$ cat config.mk
export PLATFORM = sky130hd
export DESIGN_NAME = fwsc_top
export DESIGN_NICKNAME = d
export VERILOG_FILES = /design/src/design/fwsc_pkg.sv /design/src/design/fwsc_stepper.sv /design/src/design/fwsc_top.sv
export SDC_FILE = /design/constraint.sdc
export NUM_CORES = 1
export LEC_CHECK = 0
export BUFFER_PORTS_ARGS = -buffer_cell sky130_fd_sc_hd__buf_2
export CAP_MARGIN = 20
export CORE_UTILIZATION = 38
export CTS_BUF_LIST = sky130_fd_sc_hd__clkbuf_8
export DETAILED_ROUTE_END_ITERATION = 6
export PLACE_DENSITY = 0.59
export SKIP_CTS_REPAIR_TIMING = 1
export SYNTH_ARGS = -nofsm -noshare
export SYNTH_HDL_FRONTEND = slang
export SYNTH_SLANG_ARGS = --single-unit
$ cat constraint.sdc
create_clock -name ref_clk_i -period 5.29 [get_ports ref_clk_i]
set_input_delay 0.529 -clock ref_clk_i [delete_from_list [all_inputs] [get_ports ref_clk_i]]
set_output_delay 0.529 -clock ref_clk_i [all_outputs]
set_load 0.01 [all_outputs]
$ cat src/design/fwsc_pkg.sv
// Purpose : shared constants and types for the filter wheel step controller
// Assumes : 100 MHz reference clock
// Notes   : position encoder is 4 bits, step counts 8 bits
package fwsc_pkg;

  localparam int unsigned CLK_HZ          = 100_000_000;  // reference clock rate
  localparam int unsigned FAST_RATE_HZ    = 60;           // fast stepping rate
  localparam int unsigned FAST_PERIOD     = CLK_HZ / FAST_RATE_HZ;  // cycles per fast step
  localparam int unsigned FAST_THRESH     = 10;           // counts above use fast rate
  localparam int unsigned BACKOFF_STEPS   = 5;            // reverse steps before search
  localparam int unsigned SEARCH_LIMIT    = 200;          // give-up count while searching
  localparam int unsigned QUEUE_DEPTH     = 4;            // request queue entries
  localparam int unsigned QPTR_W          = 2;            // queue pointer width
  localparam int unsigned POS_W           = 4;            // encoder position width
  localparam int unsigned CNT_W           = 8;            // step count width
  localparam int unsigned IVL_W           = 28;           // interval counter width
  localparam logic [7:0]  CMD_WHEEL_LO    = 8'h58;        // first wheel operation byte
  localparam logic [7:0]  CMD_WHEEL_HI    = 8'h7F;        // last wheel operation byte
  localparam logic [6:0]  DEF_STEPS_RST   = 7'h0A;        // default fixed step count
  localparam logic [POS_W-1:0] POS_INVALID = 4'hF;        // encoder code for no position
  localparam int unsigned OP_BIT          = 5;            // byte bit: 1 seek, 0 fixed
  localparam int unsigned DIR_BIT         = 4;            // byte bit: direction

  // one queued operation request
  typedef struct packed {
    logic             seek;   // seek to position, else fixed count
    logic             dir;    // commanded direction
    logic [POS_W-1:0] pos;    // target position
    logic [6:0]       steps;  // fixed step count
  } fwsc_req_t;

  // drive outputs toward the motor circuits
  typedef struct packed {
    logic step;   // one-cycle step pulse
    logic dir;    // direction level
  } fwsc_drive_t;

endpackage

$ cat src/design/fwsc_stepper.sv
// Purpose : paces step pulses at the fast or slow interval
// Assumes : start may come during a run and reloads it
// Notes   : slow spacing stretches while yield is low
module fwsc_stepper
  import fwsc_pkg::*;
(
  input  wire logic               ref_clk_i,   // system clock
  input  wire logic               reset_n_i,   // async reset, active low
  input  wire logic               clk_en_i,    // freezes state when low
  input  wire logic               start_i,     // load a new stepping run
  input  wire logic [CNT_W-1:0]   count_i,     // pulses to issue
  input  wire logic               fast_i,      // fast rate select
  input  wire logic [IVL_W-1:0]   slow_ivl_i,  // slow interval in cycles
  input  wire logic [IVL_W-1:0]   fast_ivl_i,  // fast interval in cycles
  input  wire logic               hold_i,      // pause between pulses
  input  wire logic               yield_i,     // grants a slot, slow only
  output logic                    pulse_o,     // one step issued
  output logic                    busy_o       // run in progress
);
  import fwsc_pkg::*;

  logic [CNT_W-1:0] left, next_left;    // pulses remaining
  logic [IVL_W-1:0] tmr, next_tmr;      // interval timer
  logic             fast, next_fast;    // rate of this run
  logic             next_pulse;         // pulse next cycle

  // next values for the pacing counters
  always_comb
  begin
    next_left  = left;
    next_tmr   = tmr;
    next_fast  = fast;
    next_pulse = 1'b0;
    if (start_i)
    begin
      next_left = count_i;
      next_fast = fast_i;
      next_tmr  = fast_i ? fast_ivl_i : slow_ivl_i;
    end
    else if (left != '0 && !hold_i)
    begin
      if (tmr > IVL_W'(1))
        // slow runs wait while others have the processor
        next_tmr = (fast || yield_i) ? tmr - IVL_W'(1) : tmr;
      else
      begin
        next_pulse = 1'b1;
        next_left  = left - CNT_W'(1);
        next_tmr   = fast ? fast_ivl_i : slow_ivl_i;
      end
    end
  end

  // registers only
  always_ff @(posedge ref_clk_i or negedge reset_n_i)
  begin
    if (!reset_n_i)
    begin
      left    <= '0;
      tmr     <= '0;
      fast    <= 1'b0;
      pulse_o <= 1'b0;
    end
    else if (clk_en_i)
    begin
      left    <= next_left;
      tmr     <= next_tmr;
      fast    <= next_fast;
      pulse_o <= next_pulse;
    end
  end

  assign busy_o = (left != '0);

endmodule

$ cat src/design/fwsc_top.sv
// Purpose : filter wheel step controller, queue to motor pulses
// Assumes : command bytes arrive as one-cycle strobes on the clock
// Notes   : encoder pins pass two flip-flops before use
module fwsc_top
  import fwsc_pkg::*;
(
  input  wire logic                   ref_clk_i,      // system clock
  input  wire logic                   reset_n_i,      // async reset, active low
  input  wire logic                   clk_en_i,       // freezes state when low
  input  wire logic                   cmd_valid_i,    // command byte strobe
  input  wire logic [7:0]             cmd_byte_i,     // command byte
  input  wire logic [IVL_W-1:0]       slow_ivl_i,     // slow interval, cycles
  input  wire logic [IVL_W-1:0]       fast_ivl_i,     // fast interval, cycles
  input  wire logic                   yield_i,        // scheduler grants a slow slot
  input  wire logic [POS_W-1:0]       encoder_i,      // wheel encoder pins
  output fwsc_pkg::fwsc_drive_t       drive_o,        // step pulse and direction
  output logic                        queue_full_o,   // request queue full
  output logic                        busy_o,         // operation active
  output logic                        hold_xfer_o,    // data transfers held off
  output logic                        thr_inhibit_o,  // threshold increment inhibit
  output logic                        seek_fail_o,    // last search found no position
  output logic [POS_W-1:0]            position_o      // believed wheel position
);
  import fwsc_pkg::*;

  typedef enum {S_IDLE, S_FIXED, S_CHECK, S_BACK, S_SEARCH, S_FOUND, S_FINAL} fwsc_state_t;

  // travel table: pulses between positions, direction-weighted
  function automatic logic [CNT_W-1:0] fwsc_travel(input logic [POS_W-1:0] from,
                                                   input logic [POS_W-1:0] to,
                                                   input logic dir);
    logic [POS_W-1:0] d;
    d = dir ? (to - from) : (from - to);
    return CNT_W'(d) * CNT_W'(6);   // six pulses per slot
  endfunction

  // true when a count calls for the fast rate
  function automatic logic fwsc_is_fast(input logic [CNT_W-1:0] n);
    return n > CNT_W'(FAST_THRESH);
  endfunction

  // encoder synchroniser
  logic [POS_W-1:0] enc_m, enc_s;
  always_ff @(posedge ref_clk_i or negedge reset_n_i)
  begin
    if (!reset_n_i)
    begin
      enc_m <= POS_INVALID;
      enc_s <= POS_INVALID;
    end
    else if (clk_en_i)
    begin
      enc_m <= encoder_i;
      enc_s <= enc_m;
    end
  end

  // request queue storage
  fwsc_req_t       q_mem [QUEUE_DEPTH];          // queued requests
  logic [QPTR_W:0] q_wr, q_rd, next_q_wr, next_q_rd;  // pointers with wrap bit
  logic [6:0]      def_steps, next_def_steps;    // default fixed count
  logic            push, pop;                    // queue strobes
  fwsc_req_t       new_req;                      // decoded byte
  logic [QPTR_W:0] q_used;                       // occupancy

  assign q_used = q_wr - q_rd;

  // command decode and queue pointers
  always_comb
  begin
    next_def_steps = def_steps;
    new_req.seek   = cmd_byte_i[OP_BIT];
    new_req.dir    = cmd_byte_i[DIR_BIT];
    new_req.pos    = cmd_byte_i[POS_W-1:0];
    new_req.steps  = def_steps;
    push = 1'b0;
    if (cmd_valid_i && cmd_byte_i[7])
      next_def_steps = cmd_byte_i[6:0];
    if (cmd_valid_i && cmd_byte_i >= CMD_WHEEL_LO && cmd_byte_i <= CMD_WHEEL_HI)
      push = (q_used != (QPTR_W+1)'(QUEUE_DEPTH));
    next_q_wr = push ? q_wr + (QPTR_W+1)'(1) : q_wr;
    next_q_rd = pop ? q_rd + (QPTR_W+1)'(1) : q_rd;
  end

  // queue registers
  always_ff @(posedge ref_clk_i or negedge reset_n_i)
  begin
    if (!reset_n_i)
    begin
      q_wr      <= '0;
      q_rd      <= '0;
      def_steps <= DEF_STEPS_RST;
    end
    else if (clk_en_i)
    begin
      q_wr      <= next_q_wr;
      q_rd      <= next_q_rd;
      def_steps <= next_def_steps;
      if (push)
        q_mem[q_wr[QPTR_W-1:0]] <= new_req;                // held in arrival order
    end
  end

  // operation state
  fwsc_state_t      st, next_st;             // sequencer state
  fwsc_req_t        cur, next_cur;           // active request
  logic [CNT_W-1:0] srch, next_srch;         // search pulses issued
  logic [POS_W-1:0] pos, next_pos;           // believed position
  logic             fail, next_fail;         // search gave up
  logic             fast_run, next_fast_run; // fast run active
  logic             dir, next_dir;           // motor direction
  logic             st_start;                // start stepper
  logic [CNT_W-1:0] st_count;                // stepper count
  logic             st_fast;                 // stepper rate
  logic             st_hold;                 // pause stepper
  logic             st_pulse, st_busy;       // stepper status

  fwsc_stepper u_stepper (
    .ref_clk_i  (ref_clk_i),
    .reset_n_i  (reset_n_i),
    .clk_en_i   (clk_en_i),
    .start_i    (st_start),
    .count_i    (st_count),
    .fast_i     (st_fast),
    .slow_ivl_i (slow_ivl_i),
    .fast_ivl_i (fast_ivl_i),
    .hold_i     (st_hold),
    .yield_i    (yield_i),
    .pulse_o    (st_pulse),
    .busy_o     (st_busy)
  );

  // sequencer next state
  always_comb
  begin
    next_st       = st;
    next_cur      = cur;
    next_srch     = srch;
    next_pos      = pos;
    next_fail     = fail;
    next_fast_run = fast_run;
    next_dir      = dir;
    pop      = 1'b0;
    st_start = 1'b0;
    st_count = '0;
    st_fast  = 1'b0;
    st_hold  = 1'b0;
    unique case (st)
      S_IDLE:
        if (q_used != '0)
        begin
          next_cur = q_mem[q_rd[QPTR_W-1:0]];
          pop      = 1'b1;
          if (q_mem[q_rd[QPTR_W-1:0]].seek)
            next_st = S_CHECK;
          else
          begin
            st_start      = 1'b1;
            st_count      = CNT_W'(q_mem[q_rd[QPTR_W-1:0]].steps);
            st_fast       = fwsc_is_fast(st_count);
            next_fast_run = st_fast;
            next_dir      = q_mem[q_rd[QPTR_W-1:0]].dir;
            next_st       = S_FIXED;
          end
        end
      S_FIXED:
        // wait out the last pulse so busy and hold cover it
        if (!st_busy && !st_pulse)
        begin
          next_fast_run = 1'b0;
          next_st       = S_IDLE;
        end
      S_CHECK:
        if (enc_s == cur.pos)
        begin
          next_pos = enc_s;
          next_st  = S_IDLE;
        end
        else
        begin
          st_start = 1'b1;
          st_count = CNT_W'(BACKOFF_STEPS);
          next_dir = ~cur.dir;
          next_st  = S_BACK;
        end
      S_BACK:
        if (!st_busy)
        begin
          st_start  = 1'b1;
          st_count  = CNT_W'(SEARCH_LIMIT);
          next_dir  = cur.dir;
          next_srch = '0;
          next_st   = S_SEARCH;
        end
      S_SEARCH:
      begin
        st_hold = (enc_s != POS_INVALID);                    // encoder read between steps
        if (st_pulse)
          next_srch = srch + CNT_W'(1);
        if (enc_s != POS_INVALID)
        begin
          st_start  = 1'b1;                                  // reload zero stops run
          next_pos  = enc_s;
          next_fail = 1'b0;
          next_st   = S_FOUND;
        end
        else if (!st_busy && !st_pulse)
        begin
          next_fail = (srch == CNT_W'(SEARCH_LIMIT));        // limit spent
          next_st   = S_IDLE;
        end
      end
      S_FOUND:
        if (q_used != '0)                                    // checked only here
          next_st = S_IDLE;
        else
        begin
          st_start      = 1'b1;
          st_count      = fwsc_travel(pos, cur.pos, cur.dir);
          st_fast       = fwsc_is_fast(st_count);
          next_fast_run = st_fast;
          next_st       = S_FINAL;
        end
      S_FINAL:
        if (!st_busy && !st_pulse)                           // queue ignored here
        begin
          next_pos      = cur.pos;
          next_fast_run = 1'b0;
          next_st       = S_IDLE;
        end
    endcase
  end

  // sequencer registers and outputs
  always_ff @(posedge ref_clk_i or negedge reset_n_i)
  begin
    if (!reset_n_i)
    begin
      st            <= S_IDLE;
      cur           <= '0;
      srch          <= '0;
      pos           <= POS_INVALID;
      fail          <= 1'b0;
      fast_run      <= 1'b0;
      dir           <= 1'b0;
      drive_o       <= '0;
      queue_full_o  <= 1'b0;
      busy_o        <= 1'b0;
      hold_xfer_o   <= 1'b0;
      thr_inhibit_o <= 1'b0;
      seek_fail_o   <= 1'b0;
      position_o    <= POS_INVALID;
    end
    else if (clk_en_i)
    begin
      st            <= next_st;
      cur           <= next_cur;
      srch          <= next_srch;
      pos           <= next_pos;
      fail          <= next_fail;
      fast_run      <= next_fast_run;
      dir           <= next_dir;
      drive_o.step  <= st_pulse;
      drive_o.dir   <= dir;
      queue_full_o  <= (next_q_wr - next_q_rd) == (QPTR_W+1)'(QUEUE_DEPTH);
      busy_o        <= (next_st != S_IDLE);
      hold_xfer_o   <= next_fast_run;
      // a pulse in flight still counts as movement
      thr_inhibit_o <= (next_st != S_IDLE) || st_busy || st_pulse;
      seek_fail_o   <= next_fail;
      position_o    <= next_pos;
    end
  end

endmodule
==> impl_results.md <==
- Yosys top cell by area: dfrtp_1
- Top_reg_cell synth: dfrtp_1
- Post-Synth Adder-Cell Area: under 10%
- Critical path peak fanout: 29
- Vias: between 7000 and 8000
- Core Util, Final: approximately 44%
- Number of antenna violations at the first check in global routing: 0
- Capturing point of the worst reg2reg path: u_stepper.tmr[23]
- Root buffer cell: clkbuf_8
- Die footprint: approximately 26000 um^2
- Status: completed
- Total Routed Length: around 24 mm
- Worst-Skew Late Latency: between 0.4 and 0.5 ns
- Final Max Slew Viols: 0
- Kind of critical path: flop to flop
- Clock slew at reported path FFs: between 0.1 and 0.15 ns
- H-Tree Depth: 4
- Proportion of synthesized area in mux cells: between 10% and 20%
- Row cnt: 57
- Area Growth Syn to Fin: 12.3%
- Initial core utilization: between 30% and 40%
- Synth Net Count: between 900 and 1000
- DR WL/cell: between 15 and 20 um
- Slew headroom: a little under a third
- Min Clock Period, post-route: between 4 and 5 ns
- Seq/Total Area, Yosys: 46.8%
- Req. time, crit path: about 5.7 ns
- Sink Count: about 170
- Clk_skew: slightly above 0.02 ns
- Hold Fails Final Rpt: 0
- GRT overflow: 0
- DP HPWL: around 16 mm
- First-pass GRT wire length: between 30 and 40 mm
- Critical path cell sequence: inv_1, ha_1, inv_1, fa_1, mux2_2, ha_1, fa_1, or2_2, a221oi_1, nand2_1, mux2_2, a21o_1, buf_4, mux2i_1, a311oi_1
- Crit. End Element: flop
- Clock Path Buffers: 2
- Final nets: around 1100
- Number of synthesized flops with an enable pin: 52
- Total GRT Usage: 18.8%
- Cells after Synth: 885
- Vias in the first global route: approximately 7100
- Placeable Area: 24500 um^2
- TritonCTS clock tree: yes
- Chip width: ~160 um
- CP arrival: approximately 4.8 ns
- Unrepaired setup endpoints after global routing: no
- Share of post-route cells with drive strength above 1: a little over a fifth
- Die H: about 160 um
- Register bit total from synthesis: between 150 and 200
- Startpoint Class: flop
- DRT antenna net count: 0
- Setup TNS: 0 ns
- Max VDD drop: approximately 0.30 mV
- I/O pin count: 84
- Actual slew at the worst max-slew pin: around 1.0 ns
- I/O Buffers: 83
- Reg2Reg Setup Slack: 0.88 ns
- Pwr dens: between 500 and 600 nW/um^2
- Residual DRC: 0
- Max Cap Viol: 0
- R2R Path Start: pos[0]
- GP Congestion: between 0.8 and 0.9
- Fin crit share: a little over four fifths
- Final Setup Violations: 0
- Netlist cell types: 73
- Combinational family with the most area after synthesis: simple AND/OR/NAND/NOR gates
- Crit-path slowest cell: dfstp_2
- Fmax achieved: 227 MHz
- Ys Warns: 0
- Antenna Cells: 0
- Vias per cell: 5.51
- Asr flop ratio synth: 69.0%
- Post-Synth Simple-Gate Area: between 15 and 20%
- Static Leak: ~4.3 nW
- TritonCTS buffer count: 17
- Synth Cell Area: 9570 um^2
- Drt pass-1 iters: 5
- Synth area leaders: dfrtp_1 27%, edfxtp_1 16%, mux2i_1 6.3%
- DRT iter0 DRCs: 492
- Min-delay worst type: input port to asynchronous set/reset pin
- Area share of the largest cell type after synthesis: a little over a quarter
- Largest net degree at the start of global routing: 46
- XOR/XNOR share of the synthesized area: 3.48%
- Avg Inst Size Synth: 10.8 um^2
- R2R depth: 15
- Crit path largest cell delay: about 0.56 ns
- Synth Area in Compound Gates: 12.6%
-- per-stage QoR --
step	total power, mW	cell area [um^2]	cells	hold WS (ns)	setup WS, ns
3_3_place_gp	4.86	10300	1257	0.464	1.07
2_1_floorplan	4.18	9570	885	0.233	1.27
5_1_grt	6.35	10700	1289	0.0413	0.635
3_5_place_dp	4.90	10300	1257	0.469	0.934
4_1_cts	5.92	10700	1289	0.0174	0.914
6_report	5.90	10700	1289	0.0198	0.882
-- flip-flops by register name (all words and copies together) (netlist names) --
register / count
pos: 4
u_stepper.left: 8
srch: 8
q_wr: 3
u_stepper.fast: 1
dir: 1
enc_s: 4
u_stepper.tmr: 28
thr_inhibit_o: 1
def_steps: 7
st: 32
enc_m: 4
fast_run: 1
busy_o: 1
q_mem: 52
queue_full_o: 1
drive_o: 2
q_rd: 3
fail: 1
u_stepper.pulse_o: 1
cur: 5
-- kinds of logic after synthesis --
| group | count (synthesis) |
|---|---|
| multiplexers | 104 |
| flip-flops | 168 |
| adder cells (fa/ha/maj) | 29 |
| AND/OR/NAND/NOR | 291 |
| XOR/XNOR | 38 |
| buffers and inverters | 85 |
| AO/OA/AOI/OAI | 170 |
-- how the worst max path moves through the flow --
stage,from,to,slack [ns],cells after the start
floorplan,pos[0],u_stepper.tmr[6],1.27,16
global placement,pos[0],u_stepper.tmr[23],1.07,15
CTS,pos[0],u_stepper.tmr[23],0.91,15
detailed placement,pos[0],u_stepper.tmr[23],0.93,15
global route,pos[0],u_stepper.tmr[23],0.64,15
finish,pos[0],u_stepper.tmr[23],0.88,15
-- report_power, final --
group / internal, mW / total, mW / switching (mW)
sequential: 1.63 / 2.02 / 0.385
combinational: 1.26 / 2.87 / 1.61
clock: 0.382 / 1.01 / 0.624
-- cell usage after synthesis (all sizes together), types with 14 or more instances --
| cell type | instances |
|---|---|
| nand3 | 20 |
| o2111ai | 15 |
| buf | 25 |
| nand2 | 80 |
| mux2i | 60 |
| ha | 26 |
| xnor2 | 25 |
| o211ai | 31 |
| edfxtp | 52 |
| nor2b | 37 |
| dfrtp | 102 |
| inv | 34 |
| dfstp | 14 |
| nor2 | 36 |
| nor3 | 20 |
| nor4 | 25 |
| clkbuf | 26 |
| a21oi | 23 |
| mux2 | 31 |
| nand4 | 14 |
| o21ai | 33 |
-- worst max-delay path: cells and delay by family (launching register included) --
kind	cells	cell delay (ns)
muxes	3	0.80
DFF	1	0.56
AOI/OAI and AO/OA	3	0.87
buffers and inverters	3	0.42
adders and majority gates	4	1.26
and+or+nand+nor	2	0.39
-- final cells by class --
class / count / area, um^2
inverter: 34 / 128
fill: 2356 / 13800
timing repair buffer: 99 / 538
clock inverter: 15 / 204
sequential: 168 / 4480
multi-input combinational: 632 / 4760
tap: 324 / 405
clock buffer: 17 / 234
-- cell usage in the layout, fill, tap and decap left out, types with 23 or more instances in the layout --
cell type  netlist  routed
xnor2_1         25      25
dfrtp_1        102     101
mux2_2          30      30
inv_1           34      34
buf_2           15      82
ha_1            26      26
edfxtp_1        52      52
nor2_1          35      34
nor2b_1         37      37
mux2i_1         60      60
a21oi_1         23      23
o21ai_0         33      33
o211ai_1        30      30
nand2_1         80      80
-- metal layers --
| metal | routed length, um | global-route usage [%] |
|---|---|---|
| met3 | 1090 | 3.31 |
| met4 | 140 | 4.29 |
| met5 | 0 | 0 |
| met1 | 11500 | 26.9 |
| met2 | 10800 | 29.9 |
No activity file was read; power rests on OpenSTA's default activity.
